$ cat config.mk
export PLATFORM = sky130hd
export DESIGN_NAME = qls_ctrl
export DESIGN_NICKNAME = d
export VERILOG_FILES = /design/src/design/qls_pkg.sv /design/src/design/qls_ctrl.sv /design/src/design/qls_por.sv
export VERILOG_INCLUDE_DIRS = /design/src /design/src/design
export SDC_FILE = /design/constraint.sdc
export NUM_CORES = 1
export LEC_CHECK = 0
export BUFFER_PORTS_ARGS = -buffer_cell sky130_fd_sc_hd__buf_4
export CORE_MARGIN = 1.5
export CORE_UTILIZATION = 41
export DETAILED_ROUTE_END_ITERATION = 7
export MAX_ROUTING_LAYER = met4
export PLACE_DENSITY = 0.65
export SLEW_MARGIN = 10
export SYNTH_ARGS = -nofsm -noshare
export SYNTH_HDL_FRONTEND = slang
export SYNTH_SLANG_ARGS = --single-unit
$ cat constraint.sdc
create_clock -name sys_clk_i -period 6.5 [get_ports sys_clk_i]
set_input_delay 0 -clock sys_clk_i [delete_from_list [all_inputs] [get_ports sys_clk_i]]
set_output_delay 0 -clock sys_clk_i [all_outputs]
set_load 0.005 [all_outputs]
$ cat src/design/qls_consts.svh
/*
 * Offsets, field positions, reset values and timing counts of the quad link
 * status and test-control block.
 * Assumes inclusion by bare name from the package and the design modules.
 */
`ifndef QLS_CONSTS_SVH
`define QLS_CONSTS_SVH

// ==========================================================================
// Register offsets (management register numbers)
`define QLS_ADDR_W            5
`define QLS_OFS_EVENT_STATUS  5'h16
`define QLS_OFS_ALIGN_STATUS  5'h17

// ==========================================================================
// Field positions of channel_event_status
`define QLS_TXCOLL_LSB        12
`define QLS_DECERR_LSB        8
`define QLS_PRBS_LSB          4
`define QLS_CARRIER_LSB       0

// ==========================================================================
// Field positions of alignment_and_rx_fifo_status
`define QLS_RXCOLL_LSB        0
`define QLS_ALIGN_BIT         4

// ==========================================================================
// Reset values
`define QLS_EVENT_RST         16'h00f0
`define QLS_ALIGN_RST         5'h00
`define QLS_LOOP_PIN_RST      4'hf

// ==========================================================================
// Timing: power-on reset must end within this time (longest, rounds down)
`define QLS_CLK_PERIOD_NS     100
`define QLS_POR_TIME_NS       1000000
`define QLS_POR_CYCLES        (`QLS_POR_TIME_NS / `QLS_CLK_PERIOD_NS)

`endif

$ cat src/design/qls_pkg.sv
/*
 * Types shared by the quad link status and test-control block.
 * Assumes qls_consts.svh is on the include path.
 */
package qls_pkg;
`include "qls_consts.svh"

    // ======================================================================
    // Multifunction pin source select, two config bits per channel
    typedef enum logic [1:0] {
        QLS_MF_IO_STD,
        QLS_MF_COMMA,
        QLS_MF_CARRIER,
        QLS_MF_PRBS
    } qls_mf_sel_t;

    // ======================================================================
    // Power-on reset sequencer
    typedef enum logic {
        QLS_POR_COUNT,
        QLS_POR_DONE
    } qls_por_phase_t;

    typedef struct packed {
        qls_por_phase_t phase;
        logic [31:0]    cnt;
    } qls_por_state_t;

    // ======================================================================
    // Main block state
    typedef struct packed {
        logic [2:0]  en_sync;
        logic        en;
        logic [3:0]  lp_s1;
        logic [3:0]  lp_s2;
        logic [3:0]  lp_s3;
        logic [3:0]  lp_pin_n;
        logic [15:0] ev_stat;
        logic [4:0]  al_stat;
        logic [15:0] rdata;
        logic        rvalid;
        logic [4:0]  raddr;
        logic [3:0]  mf;
    } qls_state_t;

endpackage

$ cat src/design/qls_ctrl.sv
/*
 * Quad link status and test control: read-clearing channel event status,
 * alignment / receive FIFO status, power-down, loopback, multifunction pin
 * and power-on reset gating of the receive parallel outputs.
 * Assumes event inputs are single-cycle pulses on sys_clk_i from the data
 * path; enable and loopback pins are asynchronous; config bits are static.
 */
`timescale 1ns/100ps
`include "qls_consts.svh"

module qls_ctrl #(
    parameter int unsigned POR_CYCLES = `QLS_POR_CYCLES,
    parameter int unsigned NUM_CH     = 4
) (
    input  wire logic                  sys_clk_i,            // Reference clock
    input  wire logic                  rst_i,                // Power not valid
    input  wire logic                  enable_i,             // Device enable pin
    input  wire logic [NUM_CH-1:0]     loop_path_enable_n_i, // Loopback pins, low active
    input  wire logic [NUM_CH-1:0]     cfg_loopback_i,       // Per-channel loopback bit
    input  wire logic                  global_loopback_i,    // Global loopback bit
    input  wire logic [2*NUM_CH-1:0]   mf_sel_i,             // Multifunction select pairs
    input  wire logic                  io_std_i,             // Output standard indicator
    input  wire logic [NUM_CH-1:0]     comma_det_i,          // Comma detected per channel
    input  wire logic [NUM_CH-1:0]     tx_fifo_coll_i,       // Tx FIFO collision pulse
    input  wire logic [NUM_CH-1:0]     decode_err_i,         // Decode error pulse
    input  wire logic [NUM_CH-1:0]     prbs_err_i,           // PRBS checker error pulse
    input  wire logic [NUM_CH-1:0]     carrier_absent_i,     // Carrier lost pulse
    input  wire logic                  align_seen_i,         // Alignment on all channels
    input  wire logic [NUM_CH-1:0]     rx_fifo_coll_i,       // Rx FIFO collision pulse
    input  wire logic                  reg_rd_i,             // Register read strobe
    input  wire logic [`QLS_ADDR_W-1:0] reg_addr_i,          // Register number
    output logic      [15:0]           reg_rdata_o,          // Read data
    output logic                       reg_rvalid_o,         // Read data valid
    output logic                       digital_en_o,         // Digital logic enabled
    output logic      [NUM_CH-1:0]     loopback_o,           // Internal loopback active
    output logic      [NUM_CH-1:0]     tx_serial_oe_o,       // Serial output driven
    output logic                       rx_data_oe_o,         // Parallel rx data driven
    output logic      [NUM_CH-1:0]     rx_word_clock_en_o,   // Word clock runs
    output logic      [NUM_CH-1:0]     multifunction_output_o // Multifunction pins
);
    import qls_pkg::*;

    qls_state_t s_q;
    qls_state_t s_d;
    logic       por_active;
    logic       live;
    logic       rd_ev;
    logic       rd_al;

    // ======================================================================
    // Power-on reset
    qls_por #(
        .POR_CYCLES (POR_CYCLES)
    ) u_por (
        .sys_clk_i    (sys_clk_i),
        .rst_i        (rst_i),
        .por_active_o (por_active)
    );

    // Events only count while powered and out of reset
    assign live  = s_q.en && !por_active;
    assign rd_ev = reg_rd_i && (reg_addr_i == `QLS_OFS_EVENT_STATUS);
    assign rd_al = reg_rd_i && (reg_addr_i == `QLS_OFS_ALIGN_STATUS);

    function automatic logic [3:0] rc_flag(input logic [3:0] cur, input logic [3:0] ev,
                                           input logic rd, input logic act);
        // Set beats the read-clear so a coincident event survives
        rc_flag = ((rd ? 4'h0 : cur) | (act ? ev : 4'h0));
    endfunction

    // ======================================================================
    // Next state
    always_comb begin
        s_d = s_q;
        // Pin synchronisers: a change counts once stages two and three agree
        s_d.en_sync = {s_q.en_sync[1:0], enable_i};
        if (s_q.en_sync[1] == s_q.en_sync[2]) begin
            s_d.en = s_q.en_sync[2];
        end
        s_d.lp_s1 = loop_path_enable_n_i;
        s_d.lp_s2 = s_q.lp_s1;
        s_d.lp_s3 = s_q.lp_s2;
        for (int i = 0; i < NUM_CH; i++) begin
            if (s_q.lp_s2[i] == s_q.lp_s3[i]) begin
                s_d.lp_pin_n[i] = s_q.lp_s3[i];
            end
        end

        // Read returns the pre-clear value
        // Unmapped numbers answer zero, never stale data
        s_d.rvalid = reg_rd_i;
        s_d.raddr  = reg_addr_i;
        if (rd_ev) begin
            s_d.rdata = s_q.ev_stat;
        end else if (rd_al) begin
            s_d.rdata = {11'h000, s_q.al_stat};
        end else begin
            s_d.rdata = 16'h0000;
        end

        s_d.ev_stat[`QLS_TXCOLL_LSB+:4]  = rc_flag(s_q.ev_stat[`QLS_TXCOLL_LSB+:4],
                                                   tx_fifo_coll_i, rd_ev, live);
        s_d.ev_stat[`QLS_DECERR_LSB+:4]  = rc_flag(s_q.ev_stat[`QLS_DECERR_LSB+:4],
                                                   decode_err_i, rd_ev, live);
        // Pass bits are active low in their set sense: error wins over re-arm
        s_d.ev_stat[`QLS_PRBS_LSB+:4]    = ~rc_flag(~s_q.ev_stat[`QLS_PRBS_LSB+:4],
                                                    prbs_err_i, rd_ev, live);
        s_d.ev_stat[`QLS_CARRIER_LSB+:4] = rc_flag(s_q.ev_stat[`QLS_CARRIER_LSB+:4],
                                                   carrier_absent_i, rd_ev, live);
        s_d.al_stat[`QLS_RXCOLL_LSB+:4]  = rc_flag(s_q.al_stat[`QLS_RXCOLL_LSB+:4],
                                                   rx_fifo_coll_i, rd_al, live);
        s_d.al_stat[`QLS_ALIGN_BIT]      = (live && align_seen_i) ||
                                           (s_q.al_stat[`QLS_ALIGN_BIT] && !rd_al);

        // Multifunction pins follow the selected source
        for (int i = 0; i < NUM_CH; i++) begin
            case (qls_mf_sel_t'(mf_sel_i[2*i+:2]))
                QLS_MF_IO_STD:  s_d.mf[i] = io_std_i;
                QLS_MF_COMMA:   s_d.mf[i] = comma_det_i[i];
                QLS_MF_CARRIER: s_d.mf[i] = s_q.ev_stat[`QLS_CARRIER_LSB+i];
                QLS_MF_PRBS:    s_d.mf[i] = s_q.ev_stat[`QLS_PRBS_LSB+i];
                default:        s_d.mf[i] = 1'b0;
            endcase
        end
    end

    always_ff @(posedge sys_clk_i or posedge rst_i) begin
        if (rst_i) begin
            s_q <= '{en_sync:  3'h0,
                     en:       1'b0,
                     lp_s1:    `QLS_LOOP_PIN_RST,
                     lp_s2:    `QLS_LOOP_PIN_RST,
                     lp_s3:    `QLS_LOOP_PIN_RST,
                     lp_pin_n: `QLS_LOOP_PIN_RST,
                     ev_stat:  `QLS_EVENT_RST,
                     al_stat:  `QLS_ALIGN_RST,
                     rdata:    16'h0000,
                     rvalid:   1'b0,
                     raddr:    5'h00,
                     mf:       4'h0};
        end else begin
            s_q <= s_d;
        end
    end

    // ======================================================================
    // Outputs
    assign reg_rdata_o  = s_q.rdata;
    assign reg_rvalid_o = s_q.rvalid;
    assign digital_en_o = s_q.en;
    // Floating parallel data reads high through the pad keeper
    assign rx_data_oe_o = s_q.en && !por_active;

    genvar g;
    generate
        for (g = 0; g < NUM_CH; g++) begin : g_ch
            assign loopback_o[g] = !s_q.lp_pin_n[g] || cfg_loopback_i[g] ||
                                   global_loopback_i;
            assign tx_serial_oe_o[g] = s_q.en && !por_active && !loopback_o[g];
            assign rx_word_clock_en_o[g] = s_q.en && !por_active;
            // Pin keeps following its selected source while disabled; outputs float anyway
            assign multifunction_output_o[g] = s_q.mf[g];
        end
    endgenerate

    // ======================================================================
    // Per-channel checks; the single-channel ones above pin exact bits
    generate
        for (g = 0; g < NUM_CH; g++) begin : g_chk

        end
    endgenerate
endmodule // qls_ctrl

$ cat src/design/qls_por.sv
/*
 * Power-on reset sequencer: holds por_active_o for a fixed count of
 * reference clock cycles after rst_i (power not valid) is released.
 * Assumes rst_i is asserted while supply power is not yet valid.
 */
`timescale 1ns/100ps
`include "qls_consts.svh"

module qls_por #(
    parameter int unsigned POR_CYCLES = `QLS_POR_CYCLES
) (
    input  wire logic sys_clk_i,    // Reference clock
    input  wire logic rst_i,        // Power not yet valid
    output logic      por_active_o  // High during power-on reset
);
    import qls_pkg::*;

    qls_por_state_t s_q;
    qls_por_state_t s_d;

    // ======================================================================
    // Sequencer
    always_comb begin
        s_d = s_q;
        case (s_q.phase)
            QLS_POR_COUNT: begin
                if (s_q.cnt == 32'(POR_CYCLES - 1)) begin
                    s_d.phase = QLS_POR_DONE;
                end else begin
                    s_d.cnt = s_q.cnt + 32'h1;
                end
            end
            QLS_POR_DONE: s_d.phase = QLS_POR_DONE;
            default:      s_d.phase = QLS_POR_COUNT;
        endcase
    end

    always_ff @(posedge sys_clk_i or posedge rst_i) begin
        if (rst_i) begin
            s_q <= '{phase: QLS_POR_COUNT, cnt: 32'h0};
        end else begin
            s_q <= s_d;
        end
    end

    assign por_active_o = (s_q.phase == QLS_POR_COUNT);
endmodule // qls_por

== After elaboration in Yosys (flattened, before gate mapping) ==
Cells that the tools add are included.
Storage, ports and cells
  flip-flop bits (word level): 95
  word-level logic and storage cells: 96
  bits of input ports: 52
  output and inout port bits: 35
Cells by class
  bitwise gates (word level): 9
  reduce and logical (&&, ||, !) cells: 32
  $add $sub $neg: 1
  equality and inequality tests: 20
  muxes and demuxes: 18
Operators by type and width (number)
  4-bit two-way mux: 10
  32-bit by 1-bit adder with 32-bit output, second input constant: 1
  32-bit by 14-bit equality test with 1-bit output, second input constant: 1
  4-bit bitwise OR: 5
  2-bit equality test, second input constant: 8
  16-bit two-way mux: 1
  1-bit case mux with 4 select lines: 4
  5-bit equality test, second input constant: 2
  1-bit logical AND: 9
  1-bit logical NOT: 9
  1-bit logical OR: 9
  2-bit by 1-bit equality test with 1-bit output, second input constant: 4
  2-bit logical NOT: 4
  4-bit inverter: 2
  1-bit equality test: 5
  5-bit two-way mux: 1
  1-bit inverter: 2
  1-bit case mux with 2 select lines: 1
  2-bit AND reduction: 1
  1-bit two-way mux: 1

== Depth between registers and ports, before layout ==
Gate-level depths: netlist of run 1.
  depth after elaboration: 5
  gate-level depth with buffers: 7
  mapped depth without buffers: 5

== Modules after synthesis ==
A second synthesis of run 1 with hierarchy kept.
Second synthesis, totals
  cell total of the unflattened synthesis: 308
  area, all modules: 4060.1 µm²
Modules (own cells, without submodules)
  qls_ctrl: times used 1, cells each 161, area an instance 2371.0 µm², seq. area each 1576.5 µm²
  qls_por: times used 1, cells each 147, area an instance 1689.1 µm², seq. area each 825.8 µm²

== Worst setup path before layout of run 1 ==
No wires, ideal clock.
  path type: flip-flop to flip-flop
  start: register u_por.s_q[26] (netlist name)
  end: register u_por.s_q[1] (netlist name)
  cell stages (with the launch flop): 5
  slack: 4.636 ns
  library setup time: 0.125 ns
  buffers on the path: 0
  arrival time: 1.739 ns
  period minus slack after synthesis: 1.864 ns
  data required time: 6.375 ns
  cell sequence: dfrtp_1 -> or4_4 -> nor4_4 -> a31oi_2 -> mux2_4
Between the ends
  cells in the longest elaborated chain, start to end: 3
Ends and longest elaborated chain
  start: declaration: line qls_por.sv:18  | qls_por_state_t s_q;
  start signal: assignment: line qls_por.sv:40  | s_q <= '{phase: QLS_POR_COUNT, cnt: 32'h0};
  32-bit by 14-bit equality test with 1-bit output: line qls_por.sv:27  | if (s_q.cnt == 32'(POR_CYCLES - 1)) begin
  1-bit inverter (no line)
  2-bit AND reduction (no line)
Every way passes these cells.
A chain may end at the register's enable or synchronous reset.

== Worst setup path after layout of run 1 ==
  start: register u_por.s_q[32] (netlist name)
  end: output port rx_word_clock_en_o[0]
Between the ends
  cells in the longest elaborated chain, start to end: 1
Ends and longest elaborated chain
  1-bit logical AND: line qls_ctrl.sv:160  | assign rx_word_clock_en_o[g] = s_q.en && !por_active;
  end: declaration: line qls_ctrl.sv:38  | output logic [NUM_CH-1:0] rx_word_clock_en_o,
Every way passes these cells.

==> results of run 1 <==
## timing repair
action	in CTS	in global routing
hold endpoints to repair	68	0
gates resized for setup	0	0
hold buffers	37	0
## metal layers
layer  wire (µm)  up-vias  track usage, %  part of all wire (%)
li1            -     1264               -                     -
met1        3580     1327            22.1                    44
met2        3950       95            26.7                    49
met3         443       11            4.28                   5.5
met4         100        0            4.49                   1.2
met5           0        -               -                     0
## worst max-delay path, delay by kind of cell (launching register included)
kind / cells / cell delay, ns
buf+inv: 2 / 0.91
simple gates: 1 / 0.22
flops: 1 / 0.48
## synth_stat cells, types with 2 or more instances
cell type / instances / area [µm²]
buf_4: 24 / 180
nand3_1: 12 / 60.1
or3b_2: 2 / 17.5
mux4_2: 4 / 90.1
nand2_1: 13 / 48.8
xor2_1: 3 / 26.3
xnor2_1: 26 / 228
maj3_1: 5 / 50.1
and2_1: 13 / 81.3
inv_1: 8 / 30.0
nor2_1: 17 / 63.8
nor4_2: 2 / 25.0
nand4_1: 17 / 106
and4_1: 4 / 35.0
dfstp_2: 20 / 526
nor4_1: 3 / 18.8
a21oi_1: 4 / 20.0
clkbuf_1: 9 / 33.8
a22o_1: 17 / 149
a2bb2oi_1: 4 / 35.0
dfrtp_1: 75 / 1880
or4_4: 2 / 22.5
and3_1: 6 / 37.5
nor4b_1: 2 / 17.5
mux2i_1: 5 / 50.1
## registers in the layout, summed over array words and instances, names as in the netlist
name	count
u_por.s_q	33
s_q	30
reg_rdata_o	16
s_d	10
multifunction_output_o	4
digital_en_o	1
reg_rvalid_o	1
## per-stage QoR
step / cell area, µm² / utilization [%] / hold WS [ns]
final: 5120 / 55.2 / 0.0892
after global placement: 4560 / 49.1 / 0.0934
after global routing: 5120 / 55.2 / 0.105
after CTS: 5120 / 55.2 / 0.0627
after floorplan: 3960 / - / 0.00448
after detailed placement: 4560 / 49.1 / 0.108
## layout make-up
cell class,count,area (µm²)
Multi-Input combinational cell,174,1310
Clock inverter,6,68.8
Timing Repair Buffer,124,1020
Sequential cell,95,2400
Inverter,8,31.3
Fill cell,794,4160
Clock buffer,10,128
Tap cell,129,161
## how the worst max path moves through the flow
stage,slack [ns],start,cells after the start,to
after floorplan,4.06,rst_i,1,digital_en_o$_DFFE_PP0N_
after global placement,4.58,u_por.s_q[26]$_DFFE_PP0P_,4,u_por.s_q[1]$_DFFE_PP0P_
after detailed placement,4.56,u_por.s_q[26]$_DFFE_PP0P_,4,u_por.s_q[1]$_DFFE_PP0P_
after CTS,4.55,u_por.s_q[32]$_DFF_PP0_,3,rx_word_clock_en_o[1]
after global routing,4.43,u_por.s_q[32]$_DFF_PP0_,3,rx_word_clock_en_o[0]
final,4.55,u_por.s_q[32]$_DFF_PP0_,3,rx_word_clock_en_o[0]
## logic make-up (layout without fill, tap and decap cells)
group / after synthesis / in the layout / synth area share, %
flops: 95 / 95 / 60.7
fa+ha+maj: 6 / 6 / 1.58
simple gates: 103 / 103 / 15.7
mux: 10 / 10 / 3.92
compound gates: 26 / 26 / 5.47
buf+inv: 41 / 148 / 6.17
xor+xnor: 29 / 29 / 6.42
## power by group
| part | leakage (nW) | total (mW) | switching, mW | internal [mW] |
|---|---|---|---|---|
| Combinational | 1.04 | 0.0848 | 0.0300 | 0.0548 |
| Sequential | 1.23 | 0.627 | 0.0102 | 0.616 |
| Clock | 0.0968 | 0.383 | 0.203 | 0.180 |
==> results_dict.tcl, run 1 <==
set metrics [dict create \
    status "finished clean" \
    grt_pass1_wl_um 13300 \
    layout_common_cells "buf_4 (87), dfrtp_1 (75), dlygate4sd3_1 (37)" \
    cts_sinks 95 \
    grt-ovfl-total 0 \
    timing.rr.start "u_por.s_q[26]$_DFFE_PP0P_" \
    grt_use_total_pct 17.0 \
    ys_seq_area_share_pct 60.7 \
    critPathMaxFanout 26 \
    rr_endpoint "u_por.s_q[1]$_DFFE_PP0P_" \
    synthesis.nets 363 \
    totalPowerFinal_mw 1.09 \
    peakVddDrop_mv 0.135 \
    post_cts.repair.setup_buffers 0 \
    fin_crit_ns 1.95 \
    avgSynthCellArea_um2 12.8 \
    layoutNonFillerInstCount 546 \
    portBuffers 86 \
    htreeDepth 3 \
    cp_slowest_stage_delay_ns 0.67 \
    syn_inst 310 \
    slew_viol_final 0 \
    cts_buffer_depth 2 \
    grt_antenna_before_repair 0 \
    synth_edf_count 0 \
    die_w_um 101 \
    holdPathEnd "reg_rdata_o[0]$_DFF_PP0_" \
    power_density_nw_per_um2 214 \
    yosysUniqueCellTypes 38 \
    ctsRootBufferMaster "clkbuf_8" \
    hp-start "reg_addr_i[4]" \
    vias 2697 \
    mappedNetlistArea_um2 3960 \
    wl_per_cell_um 14.8 \
    critical_path_class "flop to primary output" \
    start_kind "flop" \
    grt_max_degree 60 \
    final.setup_skew_ns 0.0114 \
    place_ws_ns 4.56 \
    diodes 0 \
    core_area_um2 9280 \
    worst_slew_pin_slew_ns 0.924 \
    syn2layout_area_growth_pct 29.5 \
    layout-drive-gt1-share_pct 32.6 \
    min_path_type "input pin to flop" \
    dieArea_um2 10200 \
    clk_pin_slew_ns 0.09 \
    ant_nets 0 \
    setup_viol 0 \
    layout_commonest_cell "buf_4" \
    slew_headroom_pct 38.2 \
    period_share_pct 30.0 \
    async_flop_share_pct 100 \
    rsz0062_at_grt "no" \
    ys_warn_count 0 \
    synth-main-ff-cell "dfrtp_1" \
    cts-buffers-inserted 9 \
    grt_pass1_vias 2763 \
    total_leakage_power_nw 2.36 \
    hold_path_depth 3 \
    layout_setup_ws_ns 4.55 \
    cp-end-kind "primary output" \
    viasPerCell 4.94 \
    r2r_slack_ns 4.55 \
    drt_iter0_markers 129 \
    gp_congestion 0.841 \
    fmax_mhz 512 \
    placedCellCount 493 \
    cp.required_ns 6.50 \
    nNetsFinal 465 \
    clk-insertion-delay-late_ns 0.35 \
    cp_slowest_cell "inv_1" \
    initial_core_util_pct 42.6 \
    finalSetupTns_ns 0 \
    routed_wl_um 8070 \
    hold_viol 0 \
    drc 0 \
    critical_path_arrival_ns 1.95 \
    ys_ff_latch 95 \
    place_hpwl_um 5400 \
    die_h_um 101 \
    dr.pass1.iters 4 \
    ios 87 \
    r2r_cells 4 \
    drv_cap 0 \
    rows 35 \
    path_cells "nand2_1 -> inv_1 -> buf_4" \
    tritoncts "yes" \
]
Note: power is estimated with default switching activity, not from simulation.
==> run 2: changes to the inputs <==
==> constraint.sdc (replaced) <==
create_clock -name sys_clk_i -period 1.94 [get_ports sys_clk_i]
set_input_delay 0 -clock sys_clk_i [delete_from_list [all_inputs] [get_ports sys_clk_i]]
set_output_delay 0 -clock sys_clk_i [all_outputs]
set_load 0.005 [all_outputs]
==> results_dict.tcl, run 2 (synthesis results as in run 1) <==
set metrics [dict create \
    cts_buffer_depth 2 \
    worst_slew_pin_slew_ns 0.558 \
    hp-start "reg_addr_i[4]" \
    multiInputGateArea_um2 1320 \
    path_cells "or4_4 -> nor4_4 -> a31oi_4 -> mux2_4" \
    vias 2760 \
    nFillCells 787 \
    hold_viol 0 \
    initial_core_util_pct 42.6 \
    htreeDepth 3 \
    place_hpwl_um 5540 \
    critical_path_class "flop to flop" \
    critPathMaxFanout 3 \
    drv_cap 0 \
    drc 0 \
    grt_use_total_pct 18.2 \
    period_share_pct 96.6 \
    cp-end-kind "flop" \
    cp.required_ns 2.18 \
    layout-drive-gt1-share_pct 35.9 \
    core_area_um2 9280 \
    layout_commonest_cell "buf_4" \
    status "finished clean" \
    cp_slowest_stage_delay_ns 0.54 \
    drt_iter0_markers 126 \
    wl_per_cell_um 14.7 \
    timing.rr.start "u_por.s_q[28]$_DFFE_PP0P_" \
    slew_viol_final 0 \
    largest_reg_flops 33 \
    finalSetupTns_ns 0 \
    cts_sinks 95 \
    fmax_mhz 534 \
    slew_headroom_pct 62.8 \
    total_leakage_power_nw 2.47 \
    critical_path_arrival_ns 2.11 \
    grt_max_degree 96 \
    start_kind "flop" \
    viasPerCell 4.89 \
    dr.pass1.iters 4 \
    utilization_pct 57.3 \
    gp_congestion 0.797 \
    rr_endpoint "u_por.s_q[1]$_DFFE_PP0P_" \
    diodes 0 \
    dieArea_um2 10200 \
    die_h_um 101 \
    ctsRootBufferMaster "clkbuf_8" \
    r2r_slack_ns 0.07 \
    layout_common_cells "buf_4 (104), dfrtp_1 (75), dlygate4sd3_1 (37)" \
    peakVddDrop_mv 0.435 \
    ios 87 \
    portBuffers 86 \
    final.setup_skew_ns 0.0142 \
    die_w_um 101 \
    setup_viol 0 \
    min_path_type "input pin to flop" \
    syn2layout_area_growth_pct 34.4 \
    holdPathEnd "reg_rdata_o[4]$_DFF_PP0_" \
    grt_pass1_vias 2873 \
    clk-insertion-delay-late_ns 0.35 \
    fin_crit_ns 1.87 \
    seq_area_um2 2400 \
    grt_pass1_wl_um 14000 \
    critPathBufInv 0 \
    largest-register "u_por.s_q" \
    clk_pin_slew_ns 0.09 \
    routed_wl_um 8310 \
    cp_slowest_cell "or4_4" \
    hold_path_depth 4 \
    r2r_cells 4 \
    critical-path-top-delay-family "simple AND/OR/NAND/NOR gates" \
    cts-buffers-inserted 9 \
    nNetsFinal 483 \
    grt-ovfl-total 0 \
    tritoncts "yes" \
    rows 35 \
    ant_nets 0 \
    holdWs_ns 0.0714 \
    power_density_nw_per_um2 722 \
    grt_antenna_before_repair 0 \
]
[run 2: per-layer routing]
layer / up-vias / track usage (%) / wire length (µm)
met5: - / - / 0
met4: 0 / 6.09 / 119
met3: 10 / 2.83 / 268
met2: 64 / 29.7 / 4240
met1: 1378 / 23.3 / 3690
li1: 1308 / - / -
[run 2: report_power, final]
part | internal (mW) | switching, mW
Clock | 0.768 | 0.684
Sequential | 2.07 | 0.0357
Combinational | 0.187 | 0.102
Total | 3.02 | 0.821
[run 2: final cells by class]
type,count,area share (%)
clock inverter,6,1.69
clock buffer,10,2.59
timing repair buffer,142,22.0
sequential,95,45.2
tap,129,3.03
inverter,8,0.635
multi-input combinational,174,24.9
[run 2: worst max path at each step]
stage                                    from                  endpoint  slack, ns  cells after the start
finish              u_por.s_q[28]$_DFFE_PP0P_  u_por.s_q[1]$_DFFE_PP0P_       0.07                      4
floorplan           u_por.s_q[26]$_DFFE_PP0P_  u_por.s_q[1]$_DFFE_PP0P_       0.08                      4
global route        u_por.s_q[21]$_DFFE_PP0P_  u_por.s_q[1]$_DFFE_PP0P_    -0.0007                      4
detailed placement  u_por.s_q[26]$_DFFE_PP0P_  u_por.s_q[1]$_DFFE_PP0P_       0.04                      4
CTS                 u_por.s_q[26]$_DFFE_PP0P_  u_por.s_q[1]$_DFFE_PP0P_       0.03                      4
global placement    u_por.s_q[26]$_DFFE_PP0P_  u_por.s_q[1]$_DFFE_PP0P_       0.06                      4
[run 2: tightest hold or removal path, stage by stage]
cell and delay (ns):
buf_4 0.11, nand4_1 0.08, buf_4 0.15, nor2_1 0.05
[run 2: repair_timing]
action / 4_1_cts / 5_1_grt
hold buffers: 37 / 0
endpoints found under the hold margin: 108 / 0
buffers inserted: 0 / 2
setup endpoints to repair: 0 / 1
gates resized for setup: 0 / 2
[run 2: through the flow]
step	cell area [µm²]	instances	worst slack (ns)	power, mW
floorplan	3960	310	0.0756	2.23
global placement	4690	509	0.0649	2.36
detailed placement	4690	509	0.0445	2.36
CTS	5290	562	0.0280	3.88
global route	5320	564	-0.000680	3.99
finish	5320	564	0.0662	3.84
==> run 3: changes to the inputs <==
--- a/config.mk
+++ b/config.mk
@@ -7,11 +7,13 @@
 export NUM_CORES = 1
 export LEC_CHECK = 0
 export BUFFER_PORTS_ARGS = -buffer_cell sky130_fd_sc_hd__buf_4
+export CELL_PAD_IN_SITES_DETAIL_PLACEMENT = 1
+export CELL_PAD_IN_SITES_GLOBAL_PLACEMENT = 2
 export CORE_MARGIN = 1.5
-export CORE_UTILIZATION = 41
+export CORE_UTILIZATION = 36
 export DETAILED_ROUTE_END_ITERATION = 7
 export MAX_ROUTING_LAYER = met4
-export PLACE_DENSITY = 0.65
+export PLACE_DENSITY = 0.82
 export SLEW_MARGIN = 10
 export SYNTH_ARGS = -nofsm -noshare
 export SYNTH_HDL_FRONTEND = slang
==> results_dict.tcl, run 3 (synthesis results as in run 1) <==
set metrics [dict create \
    critical_path_class "flop to flop" \
    viasPerCell 4.89 \
    path_cells "or4_4 -> nor4_4 -> a31oi_2 -> mux2_4" \
    cts_buffer_depth 2 \
    layout_common_cells "buf_4 (105), dfrtp_1 (75), dlygate4sd3_1 (40)" \
    ios 87 \
    dieArea_um2 11600 \
    start_kind "flop" \
    grt_pass1_vias 3139 \
    ctsRootBufferMaster "clkbuf_8" \
    layout_setup_ws_ns 0.0639 \
    grt_antenna_before_repair 0 \
    grt_pass1_wl_um 16000 \
    initial_core_util_pct 36.7 \
    critical_path_arrival_ns 2.13 \
    hold_viol 0 \
    final_area_um2 5340 \
    gp_congestion 0.850 \
    grt-ovfl-total 0 \
    grt_use_total_pct 18.7 \
    cp_slowest_stage_delay_ns 0.55 \
    critPathMaxFanout 3 \
    largest_reg_flops 33 \
    portBuffers 86 \
    diodes 0 \
    layout_commonest_cell "buf_4" \
    layout-drive-gt1-share_pct 35.5 \
    rows 38 \
    seq_area_um2 2400 \
    fmax_mhz 533 \
    setup_viol 0 \
    dr.pass1.iters 4 \
    fin_crit_ns 1.88 \
    critPathBufInv 0 \
    tritoncts "yes" \
    cts_resized 0 \
    cp_slowest_cell "or4_4" \
    largest-register "u_por.s_q" \
    die_h_um 108 \
    dpl-instance-area_um2 4730 \
    wl_per_cell_um 16.5 \
    totalPowerFinal_mw 3.74 \
    nFillCells 1116 \
    drc 0 \
    cts_sinks 95 \
    vias 2833 \
    place_ws_ns 0.0511 \
    slew_headroom_pct 69.5 \
    slew_viol_final 0 \
    routed_wl_um 9580 \
    multiInputGateArea_um2 1310 \
    nNetsFinal 487 \
    peakVddDrop_mv 0.302 \
    cp.required_ns 2.20 \
    status "finished clean" \
    drt_iter0_markers 66 \
    syn2layout_area_growth_pct 34.9 \
    utilization_pct 49.4 \
    core_area_um2 10800 \
    rsz0062_at_grt "no" \
    power_density_nw_per_um2 701 \
    min_path_type "input pin to flop" \
    grt_max_degree 49 \
    period_share_pct 96.7 \
    worst_slew_pin_slew_ns 0.458 \
    clk-insertion-delay-late_ns 0.37 \
    place_hpwl_um 6620 \
    critical-path-top-delay-family "simple AND/OR/NAND/NOR gates" \
    die_w_um 108 \
    total_leakage_power_nw 2.48 \
    finalSetupTns_ns 0 \
    drv_cap 0 \
    cts-buffers-inserted 9 \
    ant_nets 0 \
    final.setup_skew_ns 0.00798 \
    clk_pin_slew_ns 0.09 \
    cp-end-kind "flop" \
    htreeDepth 3 \
]
==> run 3: changes by cell type in the layout (fill, tap and decap cells not counted), sizes merged <==
cell and change:
buf +1, bufinv -1, clkinv +2, dlygate4sd3 +3
inv -1
==> run 3: path summary, 6_finish.rpt <==
kind | startpoint | to | slack (ns) | depth (start not counted)
setup / recovery | u_por.s_q[28]$_DFFE_PP0P_ | u_por.s_q[1]$_DFFE_PP0P_ | 0.06 | 4
max in group asynchronous | rst_i | s_q[50]$_DFFE_PP1N_ | 1.12 | 4
setup reg to reg | u_por.s_q[28]$_DFFE_PP0P_ | u_por.s_q[1]$_DFFE_PP0P_ | 0.06 | 4
hold reg to reg | s_d[65]$_DFF_PP0_ | s_d[66]$_DFF_PP0_ | 0.36 | 0
hold / removal | reg_addr_i[2] | reg_rdata_o[4]$_DFF_PP0_ | 0.14 | 4
min in group asynchronous | rst_i | u_por.s_q[23]$_DFFE_PP0P_ | 0.19 | 3
==> run 3: area by class of cell <==
| cell class | instances | area share, % |
|---|---|---|
| timing repair buffer | 146 | 22.6 |
| multi-input combinational | 174 | 24.5 |
| clock inverter | 6 | 1.29 |
| sequential | 95 | 45.0 |
| clock buffer | 10 | 2.58 |
| tap | 140 | 3.28 |
| inverter | 8 | 0.633 |
==> run 3: tightest hold or removal path, cell delays in order <==
cell	delay (ns)
buf_4	0.11
nand4_1	0.15
buf_4	0.17
nor2_1	0.05
==> run 3: power by group <==
| part | switching, mW | internal, mW | total (mW) |
|---|---|---|---|
| Sequential | 0.0374 | 2.07 | 2.10 |
| Combinational | 0.107 | 0.192 | 0.299 |
| Clock | 0.701 | 0.637 | 1.34 |
==> run 3: timing repair <==
item,CTS,global route
hold endpoints to repair,99,0
buffers inserted,0,0
hold buffers,40,0
setup endpoints to repair,0,1
==> run 3: metal layers <==
layer	GRT usage, %	wire, µm	part of all wire (%)
met3	2.72	262	2.7
met4	8.83	227	2.4
met2	30.9	4980	52
met5	-	0	0
met1	22.7	4110	43
==> run 3: through the flow <==
stage / cells / hold WS, ns
floorplan: 310 / 0.00448
global placement: 523 / 0.0148
detailed placement: 523 / 0.0250
CTS: 579 / 0.104
global route: 579 / 0.167
finish: 579 / 0.137
